**src/design/lecc_cfg.svh**
```systemverilog
// Constants for the lane error counter control block
// Notes on behaviour
// Each lane register holds a three-bit active-high counter enable field in bits 5:3.
// Each lane register holds a three-bit active-high counter clear field in bits 2:0.
// In both fields bit 2 is control-char, bit 1 not-in-table, bit 0 disparity.
// After reset both fields of every lane read all ones.
// Bits 7:6 of each lane register are read-only, read zero, ignore writes.
// A counter counts only when enabled and not cleared; clear holds it at zero.
`ifndef LECC_CFG_SVH
`define LECC_CFG_SVH

// Printed register indices; byte address is four times the index
`define LECC_CTRL_IDX_L1      12'h481
`define LECC_CTRL_IDX_L2      12'h482
`define LECC_CTRL_IDX_L3      12'h483
`define LECC_CTRL_IDX_L4      12'h484
`define LECC_CTRL_IDX_L5      12'h485

// Status, mask and counter readback byte addresses
`define LECC_STATUS_ADDR      14'h1300
`define LECC_MASK_ADDR        14'h1304
`define LECC_COUNT_BASE       14'h1310

// Field positions inside a lane register
`define LECC_ENA_LSB          3
`define LECC_ENA_MSB          5
`define LECC_CLR_LSB          0
`define LECC_CLR_MSB          2
`define LECC_RSVD_LSB         6
`define LECC_RSVD_MSB         7

// Counter positions inside each field
`define LECC_BIT_DISPARITY    0
`define LECC_BIT_NOT_IN_TABLE 1
`define LECC_BIT_CTRL_CHAR    2

// Reset values
`define LECC_ENA_RESET        3'h7
`define LECC_CLR_RESET        3'h7
`define LECC_MASK_RESET       15'h0000

`endif

```
**src/design/lecc_pkg.sv**
```systemverilog
// Types shared by the lane error counter control block
package lecc_pkg;
  // One three-bit field, one bit per error kind
  typedef logic [2:0] lecc_field_t;
  // Error kinds in field bit order
  typedef enum logic [1:0] {
    LECC_DISPARITY    = 2'h0,
    LECC_NOT_IN_TABLE = 2'h1,
    LECC_CTRL_CHAR    = 2'h2
  } lecc_kind_e;
  // Index of a register in the printed map
  typedef logic [11:0] lecc_index_t;
endpackage

```
**src/design/lecc_top.sv**
```systemverilog
// Lane error counter control registers with APB access and counters
`timescale 1ns/100ps
`include "lecc_cfg.svh"
// Register map, byte addresses on the bus
//   Lane 1 to 5 control: four times the printed index, one byte used
//     Bits 7:6 reserved, read zero, writes ignored
//     Bits 5:3 counter enables, bits 2:0 counter clears
//     Bit 2 control char, bit 1 not in table, bit 0 disparity
//   Status: sticky saturation flags, write one to clear
//   Mask: interrupt enables, one bit per counter
//   Counters: read-only windows, one word per counter
// Counter c sits at lane*3 + kind, lane index 0 being lane 1
// Bus timing
//   Zero wait states; read data is caught in the setup cycle
//   Writes land at the access edge of a mapped address
//   Unmapped addresses answer with pslverr and change nothing
//   Lane writes need pstrb[0], since the fields live in byte 0
// Limits
//   Counters saturate rather than wrap, so a flood is never hidden
//   Software reads a count, then clears it through the lane register
//   After reset every counter is held clear until software drops it
//   A count read races a new event by one cycle, as on any live counter
//   Status is set by the saturation pulse and wins over a clear
// Trade-off
//   Read data costs one flop word, but prdata never glitches
//   The interrupt is an AND-OR tree, one level per lane
module lecc_top
  import lecc_pkg::*;
#(
  parameter int CNT_W = 8
) (
  input  wire logic        pclk,          // APB clock, 20 MHz
  input  wire logic        presetn,       // Async reset, active low
  input  wire logic        psel,          // APB select
  input  wire logic        penable,       // APB access phase
  input  wire logic        pwrite,        // APB direction, 1 = write
  input  wire logic [15:0] paddr,         // APB byte address
  input  wire logic [31:0] pwdata,        // APB write data
  input  wire logic [3:0]  pstrb,         // APB byte strobes
  output logic      [31:0] prdata,        // APB read data
  output logic             pready,        // APB ready
  output logic             pslverr,       // APB error, unmapped address
  input  wire logic [14:0] err_event,     // Error pulses, lane*3 + kind
  output logic      [14:0] counter_enable, // Enable field per lane, flat
  output logic      [14:0] counter_clear,  // Clear field per lane, flat
  output logic             irq             // Level interrupt
);
  localparam int LANES = 5;
  localparam int NCNT  = LANES * 3;

  localparam int FIELD_W = `LECC_ENA_MSB - `LECC_ENA_LSB + 1;

  // Field layout checks, so an edited header cannot scramble a lane word
  if (FIELD_W != 3) begin : g_bad_ena_width
    $error("enable field must be three bits wide");
  end

  if (`LECC_CLR_MSB - `LECC_CLR_LSB != 2) begin : g_bad_clr_width
    $error("clear field must be three bits wide");
  end

  if (`LECC_ENA_LSB != `LECC_CLR_MSB + 1) begin : g_bad_ena_pos
    $error("enable field must sit just above the clear field");
  end

  if (`LECC_RSVD_LSB != `LECC_ENA_MSB + 1) begin : g_bad_rsvd_pos
    $error("reserved bits must sit just above the enable field");
  end

  if (`LECC_RSVD_MSB != 7) begin : g_bad_rsvd_msb
    $error("a lane register is one byte wide");
  end

  // Kind order in the fields must match the package enum
  if (int'(LECC_CTRL_CHAR) != `LECC_BIT_CTRL_CHAR ||
      int'(LECC_NOT_IN_TABLE) != `LECC_BIT_NOT_IN_TABLE ||
      int'(LECC_DISPARITY) != `LECC_BIT_DISPARITY) begin : g_bad_kind_order
    $error("kind order differs between package and header");
  end

  // Status and mask take one bit per counter in one data word
  if (NCNT > 32) begin : g_bad_ncnt
    $error("too many counters for one status word");
  end

  // The status window must not overlap the lane registers, nor the counter window the mask
  if (32'(`LECC_CTRL_IDX_L5) * 32'h4 >= 32'(`LECC_STATUS_ADDR)) begin : g_bad_map
    $error("status window overlaps the lane registers");
  end

  if (`LECC_COUNT_BASE < `LECC_MASK_ADDR + 14'h4) begin : g_bad_cnt_base
    $error("counter window overlaps the mask register");
  end

  // Elaboration-time check of the counter width
  if (CNT_W < 2 || CNT_W > 32) begin : g_bad_width
    $error("CNT_W must be 2 to 32");
  end

  // Printed indices of the lane registers, lane 1 first
  localparam lecc_index_t CTRL_IDX [LANES] = '{
    `LECC_CTRL_IDX_L1, `LECC_CTRL_IDX_L2, `LECC_CTRL_IDX_L3,
    `LECC_CTRL_IDX_L4, `LECC_CTRL_IDX_L5
  };

  // Lane indices must run on without gaps, lane 1 first
  for (genvar l = 1; l < LANES; l++) begin : g_idx_chk
    if (CTRL_IDX[l] != CTRL_IDX[l-1] + 12'h001) begin : g_gap
      $error("lane register indices must be consecutive");
    end
  end

  // Lane control state
  lecc_field_t ena_r [LANES];
  lecc_field_t clr_r [LANES];

  // Interrupt state
  logic [NCNT-1:0] sts_r;
  logic [NCNT-1:0] sts_nxt;
  logic [NCNT-1:0] mask_r;
  logic [NCNT-1:0] mask_nxt;
  logic [NCNT-1:0] sat_pulse;
  logic [NCNT-1:0] w1c_bits;

  // Counter values
  logic [CNT_W-1:0] cnt [NCNT];

  // Read answer registers, loaded in the setup phase
  logic [31:0] prdata_r;
  logic        pslverr_r;

  // Bus phase decode
  logic        setup_ph;
  logic        access_ph;
  logic        rd_setup;
  logic        xfer_done;
  logic        wr_ok;
  logic [31:0] byte_mask;
  logic [31:0] wdata_m;

  assign setup_ph  = psel & ~penable;
  assign access_ph = psel & penable;
  // Read data is fetched a cycle early, in the setup cycle
  assign rd_setup  = setup_ph & ~pwrite;
  // A transfer ends at the access edge where ready is high
  assign xfer_done = access_ph & pready;
  assign byte_mask = {{8{pstrb[3]}}, {8{pstrb[2]}}, {8{pstrb[1]}}, {8{pstrb[0]}}};
  assign wdata_m   = pwdata & byte_mask;

  // Address decode, one select per register
  logic [LANES-1:0] sel_ctrl;
  logic [NCNT-1:0]  sel_cnt;
  logic             sel_sts;
  logic             sel_mask;
  logic             sel_any;

  for (genvar l = 0; l < LANES; l++) begin : g_ctrl_dec
    assign sel_ctrl[l] = (paddr == {2'b00, CTRL_IDX[l], 2'b00});
  end
  // Extra windows widened once to the bus address width
  localparam logic [15:0] STS_ADDR  = 16'(`LECC_STATUS_ADDR);
  localparam logic [15:0] MASK_ADDR = 16'(`LECC_MASK_ADDR);
  localparam logic [15:0] CNT_BASE  = 16'(`LECC_COUNT_BASE);

  for (genvar c = 0; c < NCNT; c++) begin : g_cnt_dec
    assign sel_cnt[c] = (paddr == CNT_BASE + 16'(c * 4));
  end
  assign sel_sts  = (paddr == STS_ADDR);
  assign sel_mask = (paddr == MASK_ADDR);
  assign sel_any  = (|sel_ctrl) | (|sel_cnt) | sel_sts | sel_mask;

  // Writes land only at the completing edge of a mapped access
  assign wr_ok = xfer_done & pwrite & sel_any;

  // Write strobes; lane fields live in byte 0, so pstrb[0] gates them
  logic [LANES-1:0] wr_lane;
  logic             wr_sts;
  logic             wr_mask;
  for (genvar l = 0; l < LANES; l++) begin : g_wr_dec
    assign wr_lane[l] = wr_ok & sel_ctrl[l] & pstrb[0];
  end
  assign wr_sts  = wr_ok & sel_sts;
  assign wr_mask = wr_ok & sel_mask;

  // Per-lane read words; bits 7:6 and the upper bytes are tied low
  logic [31:0] lane_word [LANES];
  for (genvar l = 0; l < LANES; l++) begin : g_lane_word
    assign lane_word[l] = {24'h00_0000, 2'h0, ena_r[l], clr_r[l]};
  end

  // Counter read word, zero when no counter is addressed
  logic [31:0] cnt_word;
  always_comb begin
    cnt_word = '0;
    for (int c = 0; c < NCNT; c++) begin
      if (sel_cnt[c]) begin
        cnt_word[CNT_W-1:0] = cnt[c];
      end
    end
  end

  // Read mux as a priority chain; selects are one-hot so order is free
  logic [31:0] rd_mux;
  always_comb begin
    if (sel_ctrl[0]) begin
      rd_mux = lane_word[0];
    end else if (sel_ctrl[1]) begin
      rd_mux = lane_word[1];
    end else if (sel_ctrl[2]) begin
      rd_mux = lane_word[2];
    end else if (sel_ctrl[3]) begin
      rd_mux = lane_word[3];
    end else if (sel_ctrl[4]) begin
      rd_mux = lane_word[4];
    end else if (sel_sts) begin
      rd_mux = {{(32-NCNT){1'b0}}, sts_r};
    end else if (sel_mask) begin
      rd_mux = {{(32-NCNT){1'b0}}, mask_r};
    end else begin
      rd_mux = cnt_word;
    end
  end

  // Answer captured at setup, so prdata comes from a flop at access
  always_ff @(posedge pclk or negedge presetn) begin
    if (!presetn) begin
      prdata_r <= '0;
    end else if (rd_setup) begin
      prdata_r <= rd_mux;
    end else if (setup_ph) begin
      prdata_r <= 32'h0000_0000;
    end
  end

  // Error decided at setup too, shown only in the access cycle
  always_ff @(posedge pclk or negedge presetn) begin
    if (!presetn) begin
      pslverr_r <= 1'b0;
    end else if (setup_ph) begin
      pslverr_r <= ~sel_any;
    end
  end

  // Zero wait states; the error flag only shows during access
  assign pready  = 1'b1;
  assign prdata  = prdata_r;
  assign pslverr = access_ph & pslverr_r;

  // Lane control registers; only byte 0 carries fields
  for (genvar l = 0; l < LANES; l++) begin : g_lane
    // Enable field; bits 7:6 are never stored, so writes to them vanish
    always_ff @(posedge pclk or negedge presetn) begin
      if (!presetn) begin
        ena_r[l] <= `LECC_ENA_RESET;
      end else if (wr_lane[l]) begin
        ena_r[l] <= pwdata[`LECC_ENA_MSB:`LECC_ENA_LSB];
      end
    end

    // Clear field; a set bit holds its counter at zero
    always_ff @(posedge pclk or negedge presetn) begin
      if (!presetn) begin
        clr_r[l] <= `LECC_CLR_RESET;
      end else if (wr_lane[l]) begin
        clr_r[l] <= pwdata[`LECC_CLR_MSB:`LECC_CLR_LSB];
      end
    end
  end

  // Named lane fields; bit k of a field steers counter kind k of its lane
  logic [2:0] lane1_counter_enable; // Lane 1 enables
  logic [2:0] lane2_counter_enable; // Lane 2 enables
  logic [2:0] lane3_counter_enable; // Lane 3 enables
  logic [2:0] lane4_counter_enable; // Lane 4 enables
  logic [2:0] lane5_counter_enable; // Lane 5 enables
  logic [2:0] lane1_counter_clear;  // Lane 1 clears
  logic [2:0] lane2_counter_clear;  // Lane 2 clears
  logic [2:0] lane3_counter_clear;  // Lane 3 clears
  logic [2:0] lane4_counter_clear;  // Lane 4 clears
  logic [2:0] lane5_counter_clear;  // Lane 5 clears

  // Aliases of the stored fields
  assign lane1_counter_enable = ena_r[0];
  assign lane2_counter_enable = ena_r[1];
  assign lane3_counter_enable = ena_r[2];
  assign lane4_counter_enable = ena_r[3];
  assign lane5_counter_enable = ena_r[4];
  assign lane1_counter_clear  = clr_r[0];
  assign lane2_counter_clear  = clr_r[1];
  assign lane3_counter_clear  = clr_r[2];
  assign lane4_counter_clear  = clr_r[3];
  assign lane5_counter_clear  = clr_r[4];

  // Flat outputs, lane 1 in the low three bits
  assign counter_enable = {lane5_counter_enable, lane4_counter_enable, lane3_counter_enable,
                           lane2_counter_enable, lane1_counter_enable};
  assign counter_clear  = {lane5_counter_clear, lane4_counter_clear, lane3_counter_clear,
                           lane2_counter_clear, lane1_counter_clear};

  // Three counters per lane, kind order disparity, table, control char
  for (genvar c = 0; c < NCNT; c++) begin : g_cnt
    lecc_err_counter #(
      .CNT_W (CNT_W)
    ) u_cnt (
      .clk       (pclk),
      .rst_n     (presetn),
      .enable    (counter_enable[c]),
      .clear     (counter_clear[c]),
      .event_in  (err_event[c]),
      .count     (cnt[c]),
      .sat_pulse (sat_pulse[c])
    );
  end

  // Sticky status, write one to clear; a new saturation pulse beats the clear
  assign w1c_bits = wr_sts ? wdata_m[NCNT-1:0] : '0;
  assign sts_nxt  = (sts_r & ~w1c_bits) | sat_pulse;

  // Mask keeps the bits whose byte strobe is low
  assign mask_nxt = wr_mask ? ((mask_r & ~byte_mask[NCNT-1:0])
                               | wdata_m[NCNT-1:0]) : mask_r;

  // Status register
  always_ff @(posedge pclk or negedge presetn) begin
    if (!presetn) begin
      sts_r <= '0;
    end else begin
      sts_r <= sts_nxt;
    end
  end

  // Mask register
  always_ff @(posedge pclk or negedge presetn) begin
    if (!presetn) begin
      mask_r <= `LECC_MASK_RESET;
    end else begin
      mask_r <= mask_nxt;
    end
  end

  // Pending sources per lane, so the interrupt tree stays shallow
  logic [LANES-1:0] lane_pend;
  for (genvar l = 0; l < LANES; l++) begin : g_pend
    assign lane_pend[l] = |(sts_r[l*3 +: 3] & mask_r[l*3 +: 3]);
  end

  // Level interrupt, high while any unmasked status bit is set
  assign irq = |lane_pend;
endmodule

```
**src/design/lecc_err_counter.sv**
```systemverilog
// One saturating error counter with enable and clear
`timescale 1ns/100ps
module lecc_err_counter #(
  parameter int CNT_W = 8
) (
  input  wire logic             clk,       // Block clock
  input  wire logic             rst_n,     // Async reset, active low
  input  wire logic             enable,    // Count permitted
  input  wire logic             clear,     // Hold at zero
  input  wire logic             event_in,  // One error this cycle
  output logic [CNT_W-1:0]      count,     // Current count
  output logic                  sat_pulse  // Pulse on reaching full scale
);
  localparam logic [CNT_W-1:0] CNT_MAX = {CNT_W{1'b1}};

  logic [CNT_W-1:0] count_r;
  logic [CNT_W-1:0] count_nxt;
  logic             bump;

  // Saturate rather than wrap so a flood of errors is never hidden
  assign bump      = enable & ~clear & event_in & (count_r != CNT_MAX);
  assign count_nxt = clear ? '0 : (bump ? count_r + 1'b1 : count_r);
  assign sat_pulse = bump & (count_r == CNT_MAX - 1'b1);
  assign count     = count_r;

  // Count register
  always_ff @(posedge clk or negedge rst_n) begin
    if (!rst_n) begin
      count_r <= '0;
    end else begin
      count_r <= count_nxt;
    end
  end
endmodule

```
**config.mk**
```make
export PLATFORM = sky130hd
export DESIGN_NAME = lecc_top
export DESIGN_NICKNAME = d
export VERILOG_FILES = /design/src/design/lecc_pkg.sv /design/src/design/lecc_top.sv /design/src/design/lecc_err_counter.sv
export VERILOG_INCLUDE_DIRS = /design/src /design/src/design
export SDC_FILE = /design/constraint.sdc
export NUM_CORES = 1
export LEC_CHECK = 0
export ABC_CLOCK_PERIOD_IN_PS = 2900
export BUFFER_PORTS_ARGS = -buffer_cell sky130_fd_sc_hd__buf_2
export CAP_MARGIN = 20
export CORE_MARGIN = 8
export CORE_UTILIZATION = 66
export CTS_BUF_LIST = sky130_fd_sc_hd__clkbuf_4 sky130_fd_sc_hd__clkbuf_8
export DETAILED_ROUTE_END_ITERATION = 6
export PLACE_DENSITY_LB_ADDON = 0.15
export SLEW_MARGIN = 20
export SYNTH_ARGS = -nofsm -noshare
export SYNTH_HDL_FRONTEND = slang
export SYNTH_HIERARCHICAL = 1
export SYNTH_SLANG_ARGS = --single-unit
```
**constraint.sdc**
```tcl
create_clock -name pclk -period 2.9 [get_ports pclk]
set_clock_uncertainty 0.1 [all_clocks]
set_input_delay 0 -clock pclk [delete_from_list [all_inputs] [get_ports pclk]]
set_output_delay 0 -clock pclk [all_outputs]
set_load 0.02 [all_outputs]
```
### Word-level counts from Yosys, hierarchy flattened

Cells that the tools add are included.
Widths: inputs -> output; s select.

* equal/unequal tests: 52
* multiply operators: 0
* div/mod/pow operators: 0
* order comparisons: 0
* bitwise logic cells: 111
* mux-type cells: 55
* $add $sub $neg: 15
* shift-type cells: 0
* reductions and logical operators: 19

Operator list (count)
* $mux 8: 45
* $eq 16x13->1 const B: 22
* $add 8x1->8 const B: 15
* $eq 8x8->1 const B: 15
* $mux 15: 8
* $ne 8x8->1 const B: 15
* $and 1x1->1: 78
* $mux 32: 2
* $and 15x15->15: 3
* $reduce_bool 2->1: 16
* $not 15->15: 2
* $or 15x15->15: 2
* $reduce_or 15->1: 2
* $not 1->1: 18
* $and 3x3->3: 5
* $reduce_or 5->1: 1
* $or 1x1->1: 3

* latch bits: 0
* logic and storage cells: 281
* bits in registers: 213
* memory bits (read-only): 0
* RAM bits: 0
* output and inout port bits: 65
* memories kept: 0

### Longest topological paths before layout

* depth after elaboration: 24
* depth in mapped cells: 10
* depth with buffers taken out: 7

### By module

The synthesis kept the hierarchy.

Modules (own cells, without submodules)
* lecc_err_counter: instances 15, cells an instance 47, seq. area each 200.2 sq um, area each 478.0 sq um
* lecc_top: instances 1, cells an instance 582, seq. area each 1939.4 sq um, area each 5408.9 sq um

### Worst setup path after synthesis

OpenSTA, ideal clock, no wires.

* path type: input to register
* start: in paddr[13]
* end: reg clr_r (netlist bit lane1_counter_clear[0])
* setup time: 0.082 ns
* stages on the path: 7
* setup slack: 0.635 ns
* arrival: 2.083 ns
* path through: or4b_1 clkbuf_1 or4_1 buf_2 or2_4 nor3_4 mux2_2

* word-level cells in the longest chain between the ends: 8

Ends and longest elaborated chain
* start, declared: RTL line lecc_top.sv:37 `input wire logic [15:0] paddr,`
* $eq 16x13->1, on equally long branches: RTL line lecc_top.sv:166, lecc_top.sv:158
* $reduce_or 15->1 / $reduce_or 5->1 (equally long branches): RTL line lecc_top.sv:170 `assign sel_any = (|sel_ctrl) | (|sel_cnt) | sel_sts | sel_mask;`
* $or 1x1->1 (3 in series): RTL line lecc_top.sv:170
* $and 1x1->1: RTL line lecc_top.sv:173 `assign wr_ok = xfer_done & pwrite & sel_any;`
* $and 1x1->1 * (2 in series): RTL line lecc_top.sv:180 `assign wr_lane[l] = wr_ok & sel_ctrl[l] & pstrb[0];`
* end signal, assigned by index: RTL line lecc_top.sv:263 `` clr_r[l] <= `LECC_CLR_RESET; ``
* end signal, assigned by index: RTL line lecc_top.sv:265 `` clr_r[l] <= pwdata[`LECC_CLR_MSB:`LECC_CLR_LSB]; ``
* end, declared: RTL line lecc_top.sv:115 `lecc_field_t clr_r [LANES];`

Mark *: on every way between the ends. The rest lies on a longest branch, timed or not.
A chain may end at the register's enable or synchronous reset.

### Worst setup path after layout

* start: in paddr[3]
* end: reg sts_r[2]

* word-level cells in the longest chain between the ends: 11

Ends and longest elaborated chain
* $eq 16x13->1, on equally long branches: RTL line lecc_top.sv:166, lecc_top.sv:158
* $reduce_or 15->1 / $reduce_or 5->1 (equally long branches): RTL line lecc_top.sv:170
* $or 1x1->1 (3 in series): RTL line lecc_top.sv:170
* $and 1x1->1: RTL line lecc_top.sv:173
* $and 1x1->1 *: RTL line lecc_top.sv:182 `assign wr_sts = wr_ok & sel_sts;`
* $mux 15 *: RTL line lecc_top.sv:316 `assign w1c_bits = wr_sts ? wdata_m[NCNT-1:0] : '0;`
* $not 15->15 *: RTL line lecc_top.sv:317 `assign sts_nxt = (sts_r & ~w1c_bits) | sat_pulse;`
* $and 15x15->15 *: RTL line lecc_top.sv:317
* $or 15x15->15 *: RTL line lecc_top.sv:317
* via sts_nxt[2]: RTL line lecc_top.sv:119 `logic [NCNT-1:0] sts_nxt;`
* end signal, assigned: RTL line lecc_top.sv:328 `sts_r <= sts_nxt;`
* end, declared: RTL line lecc_top.sv:118 `logic [NCNT-1:0] sts_r;`

The timed path passes the listed nets; every way through them passes the cells marked *.

==> results <==
- The antenna violation net count after detailed routing is 0.
- The total overflow reported by the global router is 0.
- The largest net degree at the start of global routing is 86.
- For this design the static power due to leakage is 6.31 nW.
- Timing would allow up to 399 MHz.
- At the later pin of the worst-skew pair, clock insertion delay measures 500 ps.
- The floorplan step defined a die boundary enclosing 23700 µm².
- Traced cell by cell, the critical path runs through buf_2 -> buf_4 -> nor4_2 -> buf_4 -> nand4_1 -> nor2_1 -> buf_4 -> nand2_1 -> a21o_1 -> dlygate4sd3_1.
- Counting the buffers created by CTS gives 17.
- VDD sags by at most 0.270 mV.
- The net count of the finished layout is 1533.
- The count of final setup violators is 0.
- The cell sitting at the root of the clock tree is a sky130_fd_sc_hd__clkbuf_8.
- The antenna cell count is 0.
- The worst setup path is captured at a register.
- The synthesized design contains 196 register bits.
- The number of different library cells used by synthesis comes to 80.
- The number of antenna violations at the first check in global routing is 0.
- Sorting the synthesized cells by how often they occur yields sky130_fd_sc_hd__dfrtp_1, sky130_fd_sc_hd__nor2_1, sky130_fd_sc_hd__nand2_1.
- The checks that failed: negative hold slack.
- Clock-pin slew was measured on the worst setup and hold paths at 120 ps.
- Measured along the x axis, the die boundary spans 154 µm.
- Of the post-synthesis cell area, the dominant cell type holds 33.0%.
- The first global-routing pass estimated 61100 µm of wire.
- The via count of the first global-routing pass is 10.9k.
- Max-cap violations in this run came to 0.
- The transition time of the tightest slew-check pin is 755 ps.
- The post-synthesis cell count is 1287.
- The final number of hold-violating endpoints was 13.
- STA puts the critical path data required time at 3170 ps.
- The average size of a mapped cell is 9.77 µm².
- In this run the tightest slew margin relative to its limit is 49.3%.
- Cells fill 75.3% of the core in the end.
- The relative area change from synthesis to final layout is 11.9%.
- The kind of cell with the highest combined delay on the critical path is buffers and inverters.
- The ratio of total power to cell area is 347 nW/µm².
- In the routed layout, each cell is associated on average with a via count of 6.80.
- The starting density of the core is 67.2%.
- The highest fanout seen on the critical path is 17.
- The switching power is 0.00139 W.
- The most frequent cell after synthesis is sky130_fd_sc_hd__dfrtp_1.
- The floorplan step set the die height to 154 µm.
- By area the synthesized netlist is led by sky130_fd_sc_hd__dfrtp_1, sky130_fd_sc_hd__dfstp_2, sky130_fd_sc_hd__mux2_2.
- The number of rows created at floorplan is 50.
- The number of fill cells is 1365.
- The launching element type of the critical path is an input pin.
- In the routed design, unresolved DRC markers number 0.
- Routability-driven placement finished with a final weighted congestion of 1.05.
- The class of the worst hold path is input pin to asynchronous set/reset pin.
- The number of buffers and inverters on the critical path is 5.
- The top-level I/O count is 137.
- The part of the total power dissipated in combinational logic is 6.9%.
- The largest individual stage delay along the critical path comes from the cell sky130_fd_sc_hd__dlygate4sd3_1.
- The number of search-and-repair iterations in the first detailed-routing pass is 6.
- The number of clock sinks is 196.
- The library cell appearing most often on the critical path is sky130_fd_sc_hd__buf_4.
- By startpoint and endpoint, the worst setup path is classified as input pin to register.
- The share of the cycle needed by the critical path after routing is 86.4%.
- Summed over all instances, the cell type with the most area after synthesis is sky130_fd_sc_hd__dfrtp_1.
- At the worst endpoint, the arrival time is 2780 ps.
- In this run, the clock network consumes 37.1% of the power.
- The post-synthesis instance area is 12600 µm².
- The aggregate negative setup slack is 0 ps.
- For this run, the total global-route usage over all layers was measured as 32.6%.
- Wires add up to 39000 µm.
- The delay of the slowest cell on the worst path is 550 ps.
- The number of I/O port buffers is 99.
- Across all hold checks on the routed design, the worst slack comes to -18.9 ps.
- The average routed wire per standard cell is 23.2 µm.
- The register with the most flip-flops in the layout has 120 of them.
- The core region is 18700 µm².
- The HPWL after detailed placement is 28800 µm.
- No sink is reached through more buffers than the 2 on the longest clock path.
- For this run, asynchronously set or reset flops after synthesis account for 100%.
- The part of the Yosys area used for sequential elements is 39.3%.
- CTS built an H-tree with a depth of 4.
- The sequential cell fraction of total power is 56.0%.
- The fraction of final layout cells sized beyond drive strength 1 is 21.7%.
- The cell-internal power is 0.00350 W.
- The flow ran to the end, but the final reports show violations.
- The total number of vias is 11.4k.
- Among all flip-flop cells after synthesis, the most frequent one is sky130_fd_sc_hd__dfrtp_1.
- The number of enable flip-flop cells after synthesis is 0.
- The count of warnings emitted by yosys is 6.
- Setup repair after global routing left no endpoint under its margin.
- Net switching is 28.3% of the power.
- The detailed router finished its first iteration with 1223 violations.
- The routed design could run at a clock period as short as 2510 ps.
- The clock tree from TritonCTS is yes.
- The final count of pins violating max slew is 0.
-- cell type report --
class | instances | area, µm² | area share (%)
Multi-Input combinational cell | 1026 | 7210 | 51.2
Clock buffer | 17 | 234 | 1.66
Sequential cell | 196 | 4940 | 35.1
Clock inverter | 15 | 180 | 1.28
Timing Repair Buffer | 172 | 1150 | 8.19
Inverter | 18 | 67.6 | 0.480
Tap cell | 234 | 293 | 2.08
-- per-stage QoR --
stage / cells / setup slack, ps / hold WS [ps] / instance area [µm²] / power, W
5_1_grt: 1678 / 368 / 50.4 / 14100 / 0.00503
4_1_cts: 1678 / 541 / 6.16 / 14100 / 0.00491
3_5_place_dp: 1611 / 193 / -3.32 / 13300 / 0.00309
6_report: 1678 / 395 / -18.9 / 14100 / 0.00489
2_1_floorplan: 1303 / 635 / -396 / 12600 / 0.00292
3_3_place_gp: 1611 / 239 / -15.0 / 13300 / 0.00308
-- worst register-to-register path, stage by stage (launching register included) --
cell and delay, ps:
sky130_fd_sc_hd__dfrtp_1 480, sky130_fd_sc_hd__mux4_2 550, sky130_fd_sc_hd__and2_1 190, sky130_fd_sc_hd__o22ai_1 260, sky130_fd_sc_hd__a211oi_1 160, sky130_fd_sc_hd__o221ai_1 320, sky130_fd_sc_hd__a31oi_1 130
-- cells by family (layout without fill, tap and decap cells) --
| logic type | after synthesis | count (layout) | share of synthesized area [%] |
|---|---|---|---|
| AND/OR/NAND/NOR | 534 | 534 | 24.8 |
| other | 2 | 18 | 0.0597 |
| AO/OA/AOI/OAI | 323 | 323 | 18.5 |
| multiplexers | 76 | 76 | 7.21 |
| buffers and inverters | 81 | 222 | 3.97 |
| XOR/XNOR | 45 | 45 | 3.13 |
| flip-flops | 196 | 196 | 39.3 |
| adder cells (fa/ha/maj) | 30 | 30 | 2.98 |
-- routing by layer --
metal | global-route usage (%) | routed length [µm]
met5 | 0 | 0
met4 | 13.4 | 1470
met3 | 7.23 | 3800
met2 | 50.7 | 18000
met1 | 43.5 | 15700
-- path summary, 6_finish.rpt --
check	from	to	slack, ps	cells after the start
max	paddr[3]	sts_r[2]	390	10
min reg2reg	prdata[11]	prdata[11]	400	2
min	presetn	g_cnt[3].u_cnt/count[0]	-20	2
max reg2reg	g_cnt[2].u_cnt/count[0]	prdata[0]	570	6
min in group pclk	penable	prdata[12]	60	5
max in group asynchronous	presetn	sts_r[11]	1820	3
-- power by group through the flow --
stage               Sequential, W  Combinational (W)  Clock, W
floorplan                 0.00279           0.000136         0
global placement          0.00279           0.000294         0
detailed placement        0.00279           0.000297         0
CTS                       0.00274           0.000333   0.00184
global route              0.00274           0.000364   0.00193
finish                    0.00274           0.000339   0.00181
-- layout by cell type (no fill, tap or decap), types with 6 or more instances in the layout --
cell type and n:
sky130_fd_sc_hd__a211oi_1 20, sky130_fd_sc_hd__a21o_1 16, sky130_fd_sc_hd__a21oi_1 74, sky130_fd_sc_hd__a22oi_1 23, sky130_fd_sc_hd__a2bb2oi_1 7, sky130_fd_sc_hd__a41oi_1 15
sky130_fd_sc_hd__and2b_1 15, sky130_fd_sc_hd__and3_1 20, sky130_fd_sc_hd__and4_1 17, sky130_fd_sc_hd__buf_2 98, sky130_fd_sc_hd__buf_4 37, sky130_fd_sc_hd__clkbuf_8 18
sky130_fd_sc_hd__conb_1 18, sky130_fd_sc_hd__dfrtp_1 166, sky130_fd_sc_hd__dfstp_2 30, sky130_fd_sc_hd__dlygate4sd3_1 35, sky130_fd_sc_hd__ha_1 30, sky130_fd_sc_hd__inv_1 18
sky130_fd_sc_hd__mux2_2 47, sky130_fd_sc_hd__mux2i_1 22, sky130_fd_sc_hd__mux4_2 7, sky130_fd_sc_hd__nand2_1 100, sky130_fd_sc_hd__nand2b_1 24, sky130_fd_sc_hd__nand3_1 74
sky130_fd_sc_hd__nand3b_4 15, sky130_fd_sc_hd__nand4_1 22, sky130_fd_sc_hd__nor2_1 102, sky130_fd_sc_hd__nor3_1 49, sky130_fd_sc_hd__nor4_1 17, sky130_fd_sc_hd__o21ai_0 67
sky130_fd_sc_hd__o21bai_4 15, sky130_fd_sc_hd__o22ai_1 10, sky130_fd_sc_hd__o31ai_1 30, sky130_fd_sc_hd__or2_2 6, sky130_fd_sc_hd__or3_1 16, sky130_fd_sc_hd__or4_1 21
sky130_fd_sc_hd__xnor2_1 45
-- repair_timing --
item                                    CTS  global route
endpoints found under the hold margin   309             0
gates resized for setup                   0             0
hold buffers                             35             0
endpoints found under the setup margin    0             0
setup buffers                             0             0
(Power assumes the default switching activity.)
